## src/pefs_pkg.sv

```systemverilog
// constants, register map and per-line routing tables for the port E function select
package pefs_pkg;

    localparam int          PEFS_NUM_LINES    = 7;
    localparam int          PEFS_REG_W        = 16;
    localparam int          PEFS_ADDR_W       = 4;
    localparam int          PEFS_ROUTE_W      = 5;

    // register addresses
    localparam logic [3:0]  PEFS_ADDR_SELECT_1 = 4'h0;
    localparam logic [3:0]  PEFS_ADDR_SELECT_2 = 4'h2;
    localparam logic [3:0]  PEFS_ADDR_STATUS   = 4'h4;

    localparam logic [15:0] PEFS_SELECT_RESET  = 16'h0000;

    // status register layout
    localparam int          PEFS_STATUS_DEBUG_BIT = 8;

    // two-bit function codes
    localparam logic [1:0]  PEFS_CODE_PORT = 2'h0;
    localparam logic [1:0]  PEFS_CODE_ALT1 = 2'h1;
    localparam logic [1:0]  PEFS_CODE_ALT2 = 2'h2;
    localparam logic [1:0]  PEFS_CODE_ALT3 = 2'h3;

    // one-hot route of a line
    localparam logic [4:0]  PEFS_ROUTE_PORT  = 5'h01;
    localparam logic [4:0]  PEFS_ROUTE_ALT1  = 5'h02;
    localparam logic [4:0]  PEFS_ROUTE_ALT2  = 5'h04;
    localparam logic [4:0]  PEFS_ROUTE_ALT3  = 5'h08;
    localparam logic [4:0]  PEFS_ROUTE_DEBUG = 5'h10;

    // entries: lines 0, 1, 2, 12, 13, 14, 15
    localparam int          PEFS_LINE_NUM [PEFS_NUM_LINES] = '{0, 1, 2, 12, 13, 14, 15};
    // field lsb inside its register
    localparam int          PEFS_FIELD_LSB [PEFS_NUM_LINES] = '{0, 2, 4, 8, 10, 12, 14};
    // field held in select_1 (else select_2); also marks second-variant lines
    localparam logic        PEFS_IN_SELECT_1 [PEFS_NUM_LINES] =
        '{1'b0, 1'b0, 1'b0, 1'b1, 1'b1, 1'b1, 1'b1};
    // bit k set: code k is a legal setting
    localparam logic [3:0]  PEFS_LEGAL [PEFS_NUM_LINES] =
        '{4'h7, 4'h7, 4'h7, 4'hB, 4'h7, 4'h7, 4'hF};
    // lines taken over by the debugger
    localparam logic        PEFS_DEBUG_LINE [PEFS_NUM_LINES] =
        '{1'b1, 1'b1, 1'b1, 1'b1, 1'b0, 1'b0, 1'b0};

endpackage

```

## src/pefs_line_decode.sv

```systemverilog
// decode of one line's function field into a one-hot route
`timescale 1ns/1ps
module pefs_line_decode
    import pefs_pkg::*;
(
    input  wire logic [1:0] field_in,
    input  wire logic [3:0] legal_in,
    input  wire logic       enabled_in,
    input  wire logic       force_debug_in,
    output logic      [4:0] route_out,
    output logic            prohibited_out
);

    logic       code_legal;
    logic [4:0] decoded;

    assign code_legal = legal_in[field_in];

    assign decoded = (field_in == PEFS_CODE_ALT1) ? PEFS_ROUTE_ALT1 :
                     (field_in == PEFS_CODE_ALT2) ? PEFS_ROUTE_ALT2 :
                     (field_in == PEFS_CODE_ALT3) ? PEFS_ROUTE_ALT3 :
                                                    PEFS_ROUTE_PORT;

    // prohibited codes fall back to port mode
    assign route_out = !enabled_in    ? PEFS_ROUTE_PORT  :
                       force_debug_in ? PEFS_ROUTE_DEBUG :
                       !code_legal    ? PEFS_ROUTE_PORT  :
                                        decoded;

    assign prohibited_out = enabled_in & ~code_legal;

endmodule

```

## src/pefs_port_e_function_select.sv

```systemverilog
// port E function select: control registers, per-line routing and debug override
//
// Contract
// - line 2: port, timer 0C, DMA request 1
// - line 1: port, timer 0B, DMA acknowledge 0
// - line 0: port, timer 0A, DMA request 0
// - debug forces lines 2,1,0 to TDI,TRST,TMS
// - second variant debug forces line 12 to TCK
// - line 15: port, timer 4D, DMA_TRANSFER_ACK_1, IRQ out
// - line 14: port, timer 4C, DMA acknowledge 0
// - line 13: port, timer 4B, manual reset
// - line 12: port, timer 4A, serial 3 transmit
`timescale 1ns/1ps
module pefs_port_e_function_select
    import pefs_pkg::*;
#(
    parameter logic SECOND_VARIANT = 1'b1,
    parameter logic FLASH_VERSION  = 1'b1
)
(
    input  wire logic                   ref_clk_in,
    input  wire logic                   sys_rst_in,
    input  wire logic [PEFS_ADDR_W-1:0] reg_addr_in,
    input  wire logic [PEFS_REG_W-1:0]  reg_wdata_in,
    input  wire logic                   reg_wr_in,
    input  wire logic                   reg_rd_in,
    output logic      [PEFS_REG_W-1:0]  reg_rdata_out,
    input  wire logic                   debug_mode_input_in,
    input  wire logic                   debugger_in_use_in,
    output logic                        debug_override_out,
    output logic      [4:0]             line0_route_out,
    output logic      [4:0]             line1_route_out,
    output logic      [4:0]             line2_route_out,
    output logic      [4:0]             line12_route_out,
    output logic      [4:0]             line13_route_out,
    output logic      [4:0]             line14_route_out,
    output logic      [4:0]             line15_route_out
);

    logic [PEFS_REG_W-1:0]   select_1_r;
    logic [PEFS_REG_W-1:0]   select_2_r;
    logic [PEFS_REG_W-1:0]   reg_rdata_r;
    logic [PEFS_REG_W-1:0]   rd_mux;
    logic [PEFS_REG_W-1:0]   status_w;
    logic                    wr_select_1;
    logic                    wr_select_2;
    logic                    force_now;
    logic                    debug_override_r;
    logic [4:0]              route_nxt   [PEFS_NUM_LINES];
    logic [4:0]              line_route_r[PEFS_NUM_LINES];
    logic [1:0]              field_w     [PEFS_NUM_LINES];
    logic [PEFS_NUM_LINES-1:0] prohibited_w;

    // register bus decode
    assign wr_select_1 = reg_wr_in && (reg_addr_in == PEFS_ADDR_SELECT_1);
    assign wr_select_2 = reg_wr_in && (reg_addr_in == PEFS_ADDR_SELECT_2);

    // debugger takeover only exists on the flash build
    assign force_now = debug_mode_input_in & debugger_in_use_in & FLASH_VERSION;

    always_comb begin
        status_w = '0;
        status_w[PEFS_NUM_LINES-1:0] = prohibited_w;
        status_w[PEFS_STATUS_DEBUG_BIT] = debug_override_r;
    end

    assign rd_mux = (reg_addr_in == PEFS_ADDR_SELECT_1) ? select_1_r :
                    (reg_addr_in == PEFS_ADDR_SELECT_2) ? select_2_r :
                    (reg_addr_in == PEFS_ADDR_STATUS)   ? status_w   :
                                                          '0;

    always_ff @(posedge ref_clk_in) begin
        if (sys_rst_in) begin
            select_1_r <= PEFS_SELECT_RESET;
        end else if (wr_select_1) begin
            select_1_r <= reg_wdata_in;
        end
    end

    always_ff @(posedge ref_clk_in) begin
        if (sys_rst_in) begin
            select_2_r <= PEFS_SELECT_RESET;
        end else if (wr_select_2) begin
            select_2_r <= reg_wdata_in;
        end
    end

    // read data stands only in the cycle after the strobe
    always_ff @(posedge ref_clk_in) begin
        if (sys_rst_in) begin
            reg_rdata_r <= '0;
        end else if (reg_rd_in) begin
            reg_rdata_r <= rd_mux;
        end else begin
            reg_rdata_r <= '0;
        end
    end

    // per-line field extraction and decode
    generate
        for (genvar i = 0; i < PEFS_NUM_LINES; i++) begin : g_line
            localparam logic SECOND_ONLY = PEFS_IN_SELECT_1[i];
            logic enabled;
            logic force_line;

            assign field_w[i] = SECOND_ONLY ?
                select_1_r[PEFS_FIELD_LSB[i] +: 2] :
                select_2_r[PEFS_FIELD_LSB[i] +: 2];
            assign enabled    = !SECOND_ONLY || SECOND_VARIANT;
            assign force_line = force_now && PEFS_DEBUG_LINE[i];

            pefs_line_decode u_decode (
                .field_in       (field_w[i]),
                .legal_in       (PEFS_LEGAL[i]),
                .enabled_in     (enabled),
                .force_debug_in (force_line),
                .route_out      (route_nxt[i]),
                .prohibited_out (prohibited_w[i])
            );

            always_ff @(posedge ref_clk_in) begin
                if (sys_rst_in) begin
                    line_route_r[i] <= PEFS_ROUTE_PORT;
                end else begin
                    line_route_r[i] <= route_nxt[i];
                end
            end
        end
    endgenerate

    always_ff @(posedge ref_clk_in) begin
        if (sys_rst_in) begin
            debug_override_r <= 1'b0;
        end else begin
            debug_override_r <= force_now;
        end
    end

    assign reg_rdata_out      = reg_rdata_r;
    assign debug_override_out = debug_override_r;
    assign line0_route_out    = line_route_r[0];
    assign line1_route_out    = line_route_r[1];
    assign line2_route_out    = line_route_r[2];
    assign line12_route_out   = line_route_r[3];
    assign line13_route_out   = line_route_r[4];
    assign line14_route_out   = line_route_r[5];
    assign line15_route_out   = line_route_r[6];
endmodule

```

## config.mk

```make
export PLATFORM = sky130hd
export DESIGN_NAME = pefs_port_e_function_select
export DESIGN_NICKNAME = d
export VERILOG_FILES = /design/src/pefs_pkg.sv /design/src/pefs_line_decode.sv /design/src/pefs_port_e_function_select.sv
export SDC_FILE = /design/constraint.sdc
export NUM_CORES = 1
export LEC_CHECK = 0
export CAP_MARGIN = 20
export CORE_ASPECT_RATIO = 0.8
export CORE_UTILIZATION = 45
export CTS_CLUSTER_DIAMETER = 80
export DETAILED_ROUTE_END_ITERATION = 7
export DONT_BUFFER_PORTS = 1
export GPL_ROUTABILITY_DRIVEN = 0
export MAX_ROUTING_LAYER = met4
export SLEW_MARGIN = 5
export SYNTH_ARGS = -nofsm -noshare
export SYNTH_HDL_FRONTEND = slang
export SYNTH_SLANG_ARGS = --single-unit
```

## constraint.sdc

```tcl
create_clock -name ref_clk_in -period 4.8 [get_ports ref_clk_in]
set_clock_uncertainty 0.1 [all_clocks]
set_input_delay 0.96 -clock ref_clk_in [delete_from_list [all_inputs] [get_ports ref_clk_in]]
set_output_delay 0.96 -clock ref_clk_in [all_outputs]
set_load 0.1 [all_outputs]
```

; ---- After elaboration in Yosys (flattened, before gate mapping)
; Memories as Yosys holds them, arrays and structs flattened.
; Cells that the tools add are included.
; W data, S select, Z words.
[word_totals]
regBits = 49
latch_bits = 0
ramBits = 35
romBits = 0
input_bits = 26
out_inout_bits = 52
mem_count = 1
[classes]
n_addsub = 0
mul = 0
div = 0
magnitude_cmp = 7
eq_ne = 23
shift = 0
n_mux = 59
bitwise = 16
reduce_logical = 4
[memory_table]
columns = name, depth, word_bits, read_ports, rd_ports_with_merged_regs, write_ports, line
row1 = line_route_r, 7, 5, 7, 0, 7, pefs_port_e_function_select.sv:50  ; logic [4:0] line_route_r[PEFS_NUM_LINES];
[op_table]
columns = operator, n
row1 = $mux W5, 32
row2 = $mux W16, 2
row3 = $eq A2 B2 Y1 const B, 14
row4 = $mux W4, 7
row5 = $lt A2 B3 Y1 const B, 7
row6 = $bmux W1 S2, 7
row7 = $eq A2 B1 Y1 const B, 7
row8 = $mux W1, 10
row9 = $mux W9, 1
row10 = $not A1 Y1, 8
row11 = $or A1 B1 Y1, 7
row12 = $eq A4 B2 Y1 const B, 1
row13 = $eq A4 B3 Y1 const B, 1
row14 = $logic_not A4 Y1, 1
row15 = $logic_and A1 B1 Y1, 2
row16 = $reduce_or A2 Y1, 1
row17 = $and A1 B1 Y1, 1

; ---- Depth between registers and ports, before layout
; Gate-level depths: netlist of run 1.
[depth]
depth_word = 7
mapped_depth = 5
depth_no_buf = 4

; ---- By module
; From an unflattened synthesis of run 1, not the netlist that was laid out.
[unflattened]
hier_cells = 363
area_unflattened_um2 = 3772.4
[modules_own_cells]
columns = module, instances, cells_each, area_each_um2, seq_area_each_um2
row1 = pefs_port_e_function_select, 1, 272, 2957.8, 1681.6
row2 = pefs_line_decode, 7, 13, 116.4, 0.0

; ---- Worst setup path before layout of run 1
; No wires, ideal clock.
[synth_path]
kind = register to output
from = memory line_route_r[1][4]
to = output port line0_route_out[4]
arrival_time_ns = 1.427
setup_slack_ns = 2.313
path_stages_with_launch = 2
path_cell_list = dfxtp_1 -> buf_4
[synth_rtl]
columns = item, line
row1 = "start, declared", pefs_port_e_function_select.sv:50
row2 = "end, declared", pefs_port_e_function_select.sv:31  ; output logic [4:0] line0_route_out,

==> results of run 1 <==
## placed cells by master (no fill, tap or decap)
cell        count
nor3b_1         7
nor2_1         18
o221ai_1        5
ha_1           14
conb_1          8
a21o_1          3
and2_1          2
nor4_4          1
a22oi_1        11
nor4b_1         4
clkbuf_8       10
or4_1           1
a21oi_1         5
o21bai_1        1
o21ai_0         1
inv_1          10
dfxtp_4         1
buf_4           2
nand2b_1       51
nor3_1          4
inv_4           1
clkinv_2        2
dfxtp_1        76
clkinvlp_4      2
nand2_1         8
mux2i_1        32
bufinv_16       1
nor4b_2         3
a21bo_2         2
## metal layers
metal | part of all wire (%) | global-route usage, % | up-vias
met5 | 0 | - | -
met4 | 1.0 | 6.667 | 0
met3 | 4.1 | 6.387 | 7
met2 | 41 | 25.63 | 48
met1 | 54 | 26.41 | 891
li1 | - | - | 937
## worst register-to-register path: cells and delay by family, from the launching register on
| family | cells | cell delay, ps |
|---|---|---|
| flip-flops | 1 | 1110 |
| buffers and inverters | 1 | 450 |
| AO/OA/AOI/OAI | 1 | 140 |
| AND/OR/NAND/NOR | 1 | 100 |
## cell usage after synthesis, drive strengths merged
master  instances  area [µm²]
dfxtp          77        1541
nand2b         51       319.1
mux2i          32       320.3
nor2           18       67.56
buf            14       100.1
ha             14       175.2
a22oi          11       82.58
inv            10       37.54
clkbuf          9       33.78
nand2           8       30.03
nor3b           7       52.55
nor4b           7       80.07
a21oi           5       25.02
o221ai          5       43.79
nor3            4       20.02
a21o            3       22.52
a21bo           2       20.02
and2            2       12.51
conb            1       3.750
nor4            1       21.27
o21ai           1       5.000
o21bai          1       7.510
or4             1       7.510
## registers in the layout (all words and copies together) (netlist names)
signal         cells
line_route_r      29
select_2_r        16
reg_rdata_out     16
select_1_r        16
## layout make-up
cell class	count	area, µm²
Fill cell	618	3197
Sequential cell	77	1545
Multi-Input combinational cell	181	1343
Clock buffer	10	137.6
Tap cell	84	105.1
Clock inverter	6	61.31
Inverter	10	37.54
Timing Repair Buffer	2	15.01
## kinds of logic after synthesis
| group | synth area share, % |
|---|---|
| AND/OR/NAND/NOR | 20.16 |
| flip-flops | 50.89 |
| buffers and inverters | 5.659 |
| multiplexers | 10.57 |
| AO/OA/AOI/OAI | 6.815 |
| adder cells (fa/ha/maj) | 5.783 |
| other | 0.1238 |
## power groups by stage
stage / clock, mW / combinational, mW / sequential [mW]
6_report: 0.488 / 0.0515 / 0.704
5_1_grt: 0.532 / 0.0565 / 0.705
4_1_cts: 0.501 / 0.0514 / 0.704
3_5_place_dp: 0 / 0.0511 / 0.719
3_3_place_gp: 0 / 0.0509 / 0.719
2_1_floorplan: 0 / 0.0611 / 0.710
## stage by stage
| stage | power [mW] | instances | hold WS (ps) | cell area [µm²] |
|---|---|---|---|---|
| 6_report | 1.243 | 370 | 373.5 | 3244 |
| 5_1_grt | 1.294 | 370 | 395.4 | 3244 |
| 4_1_cts | 1.256 | 369 | 377.6 | 3237 |
| 3_5_place_dp | 0.7699 | 353 | 359.3 | 3038 |
| 3_3_place_gp | 0.7696 | 353 | 355.9 | 3038 |
| 2_1_floorplan | 0.7714 | 291 | 337.9 | 3055 |
## final timing paths
path | to | cells after the start | start
worst max-delay path | debug_override_out | 1 | line_route_r[1][4]
worst min-delay path | select_2_r[10] | 2 | select_2_r[10]
worst max register to register | reg_rdata_out[8] | 3 | line_route_r[1][4]
worst min register to register | select_2_r[10] | 2 | select_2_r[10]
==> impl_metrics.tcl, run 1 <==
set metrics [dict create \
    cts_buffer_depth 2 \
    p_int_uw 918.6 \
    crit_required_ps 3740 \
    syn_avg_cell_area_um2 10.67 \
    design.core.area_mm2 0.006441 \
    cts_tree "yes" \
    net-switching-power_uw 324.0 \
    worstPathCellList "buf_4" \
    p_clk_share_pct 39.2 \
    area_growth_pct 7.104 \
    pwr-share-comb_pct 4.1 \
    clk_pin_slew_worst_paths_ps 70 \
    drc 0 \
    grt_pass1_vias 1838 \
    max_stage_delay_ps 1110 \
    cts_post_setup_buffers_inserted 0 \
    fin_util_pct 50.37 \
    vdd_drop_max_mv 0.1658 \
    cts.sinks 77 \
    die_y_um 75.39 \
    finalSetupViolations 0 \
    path_max_fanout 5 \
    wl_mm 5.907 \
    cp.arrival_ps 1910 \
    antenna_left 0 \
    fin_nets 321 \
    start_kind "register" \
    numCtsBuffers 9 \
    slew_headroom_pct 25.16 \
    yosysUniqueCellTypes 26 \
    min_path_type "reg2reg" \
    port_buffers 0 \
    cp-end-kind "output pin" \
    yosysSeqAreaShare_pct 50.89 \
    top_level_ports 78 \
    p_per_area_mw_per_mm2 383.0 \
    ys_warn_count 0 \
    status "complete, no violations" \
    drv_slew 0 \
    overflow 0 \
    start_util_pct 47.03 \
    p_sw_share_pct 26.07 \
    cap_violations 0 \
    pwr-share-seq_pct 56.6 \
    setup_slack_ps 1833 \
    n_antenna_cell 0 \
    drive_gt1_share_pct 8.741 \
    insertion_delay_ps 350 \
    fin_crit_sh_pct 61.81 \
    hpwl_mm 3.943 \
    vias_per_cell 5.089 \
    htreeDepth 3 \
    wl_per_cell_um 15.96 \
    drtIter0Drc 121 \
    cts.root.buffer_cell "clkbuf_8" \
    antenna_found_initial 0 \
    hold_buffers 0 \
    grt_pass1_wl_mm 9.570 \
    syn_inst 284 \
    fp.dieArea_mm2 0.007066 \
    min_period_ps 2967 \
    worstSetupPathType "reg2out" \
    place_ws_ps 2193 \
    finalHoldViolCount 0 \
    ys_seq_elements 77 \
    crit_slowest_cell "dfxtp_4" \
    cp_top_family "flip-flops" \
    tns_ps 0 \
    row_count 26 \
    leakagePower_nw 1.260 \
    cts_resized 0 \
    critPathBufInv 1 \
    fmax_mhz 337.1 \
    worst_slew_pin_slew_ps 1123 \
    num_vias 1883 \
    r2r_setup_slack_ps 2830 \
    track_usage_pct 19.09 \
    die_w_um 93.73 \
    grt_start_max_net_pins 61 \
    firstDrtPassIters 4 \
    grt_setup_unrepaired "false" \
    synth_area_mm2 0.003029 \
]
Power figures use the tool's default switching activity.
==> inputs of run 2 (changes only) <==
==> constraint.sdc (replaced) <==
create_clock -name ref_clk_in -period 3 [get_ports ref_clk_in]
set_clock_uncertainty 0.1 [all_clocks]
set_input_delay 0.6 -clock ref_clk_in [delete_from_list [all_inputs] [get_ports ref_clk_in]]
set_output_delay 0.6 -clock ref_clk_in [all_outputs]
set_load 0.1 [all_outputs]
==> run 2 against run 1 <==
Clock power is 56% higher. Highest routed layer unchanged. Sequential power grew 58%. Global-route usage fell by 0.20 points. Flip-flop and latch count unchanged. Register-to-register slack lost 1100 ps. Via count rose by 0.64%. Non-clock buffer count is the same. Worst setup slack lost 890 ps. Core utilization rose by 0.078 points. Combinational power increased by 86%.
==> impl_metrics.tcl, run 2 (synthesis gave the netlist of run 1 again) <==
set metrics [dict create \
    fin_cells 370 \
    tns_ps 0 \
    cp_top_family "flip-flops" \
    pwr-share-seq_pct 56.5 \
    crit_cells 1 \
    net-switching-power_uw 499.5 \
    wl_mm 5.853 \
    track_usage_pct 18.89 \
    slew_headroom_pct 35.64 \
    pwr-share-comb_pct 4.9 \
    antenna_found_initial 0 \
    holdWs_ps 216.0 \
    grt_start_max_net_pins 61 \
    cp-end-kind "output pin" \
    r2r_cells 3 \
    critPathBufInv 1 \
    vdd_drop_max_mv 0.2727 \
    overflow 0 \
    drc 0 \
    crit_slowest_cell "dfxtp_4" \
    firstDrtPassIters 4 \
    htreeDepth 3 \
    drive_gt1_share_pct 8.042 \
    finalHoldViolCount 0 \
    fin_crit_sh_pct 68.63 \
    p_per_area_mw_per_mm2 607.1 \
    antenna_left 0 \
    max_stage_delay_ps 560 \
    fin_nets 321 \
    port_buffers 0 \
    cts.sinks 77 \
    p_int_mw 1.473 \
    cts_post_setup_buffers_inserted 0 \
    design.core.area_mm2 0.006441 \
    worstSetupPathType "reg2out" \
    post-place-cells 354 \
    min_path_type "in2reg" \
    clk_pin_slew_worst_paths_ps 70 \
    drtIter0Drc 59 \
    grt_pass1_vias 1830 \
    die_w_um 93.73 \
    die_y_um 75.39 \
    numCtsBuffers 9 \
    top_register "line_route_r" \
    finalSetupViolations 0 \
    cts.root.buffer_cell "clkbuf_8" \
    min_period_ps 2059 \
    p_clk_share_pct 38.6 \
    final_common_cell "dfxtp_1" \
    cts_resized 0 \
    cp.arrival_ps 1360 \
    num_vias 1895 \
    worst_slew_pin_slew_ps 964.1 \
    grt_pass1_wl_mm 9.480 \
    vias_per_cell 5.122 \
    path_max_fanout 4 \
    start_kind "register" \
    crit_required_ps 2300 \
    n_antenna_cell 0 \
    cap_violations 0 \
    status "complete, no violations" \
    start_util_pct 47.03 \
    hold_buffers 0 \
    largest_reg_flops 29 \
    fmax_mhz 485.7 \
    hold_path_depth 1 \
    worstPathCellList "buf_12" \
    cts_tree "yes" \
    row_count 26 \
    insertion_delay_ps 340 \
    hpwl_mm 3.906 \
    cts_buffer_depth 2 \
    p_sw_share_pct 25.32 \
    fp.dieArea_mm2 0.007066 \
    final_cell_mix "76 x dfxtp_1, 51 x nand2b_1, 32 x mux2i_1, 18 x nor2_1, 14 x ha_1" \
    wl_per_cell_um 15.82 \
    drv_slew 0 \
    grt_setup_unrepaired "false" \
    leakagePower_nw 1.266 \
    top_level_ports 78 \
    area_growth_pct 7.270 \
]
-- run 2: cell types whose count changed in the layout (fill, tap and decap cells not counted), sizes merged --
| cell | previous run | this run |
|---|---|---|
| clkbuf | 10 | 12 |
| clkinvlp | 2 | 0 |
-- run 2: per-stage QoR --
stage	util, %	area (µm²)	worst slack [ps]	power [mW]
6_report	50.45	3249	941.2	1.973
5_1_grt	50.45	3249	897.7	2.055
4_1_cts	50.45	3249	919.4	2.000
3_5_place_dp	47.47	3058	876.9	1.234
3_3_place_gp	47.47	3058	927.7	1.234
2_1_floorplan	-	3055	873.0	1.234
-- run 2: metal layers --
metal	vias to the layer above	global-route usage [%]	wire length [µm]
met4	0	5.299	54
met1	901	25.34	2928
met5	-	-	0
li1	932	-	-
met2	56	26.76	2562
met3	6	6.687	307
-- run 2: worst paths after layout --
kind | start | to | slack, ps
setup / recovery | line_route_r[1][4] | line1_route_out[4] | 940
hold / removal | sys_rst_in | line_route_r[1][4] | 220
setup reg to reg | select_1_r[8] | line_route_r[3][3] | 1710
hold reg to reg | select_2_r[10] | select_2_r[10] | 380
-- run 2: layout make-up --
class / instances / area, µm²
clock inverters: 4 / 46.29
flip-flops and latches: 77 / 1545
well taps: 84 / 105.1
repair buffers: 2 / 27.53
multi-input cells: 181 / 1343
inverters: 10 / 37.54
fillers: 596 / 3192
clock buffers: 12 / 145.1
-- run 2: power groups by stage --
stage	Sequential (mW)	Clock [mW]	Combinational, mW
floorplan	1.14	0	0.0978
global placement	1.14	0	0.0955
detailed placement	1.14	0	0.0961
CTS	1.11	0.789	0.0967
global route	1.12	0.834	0.104
finish	1.11	0.762	0.0959
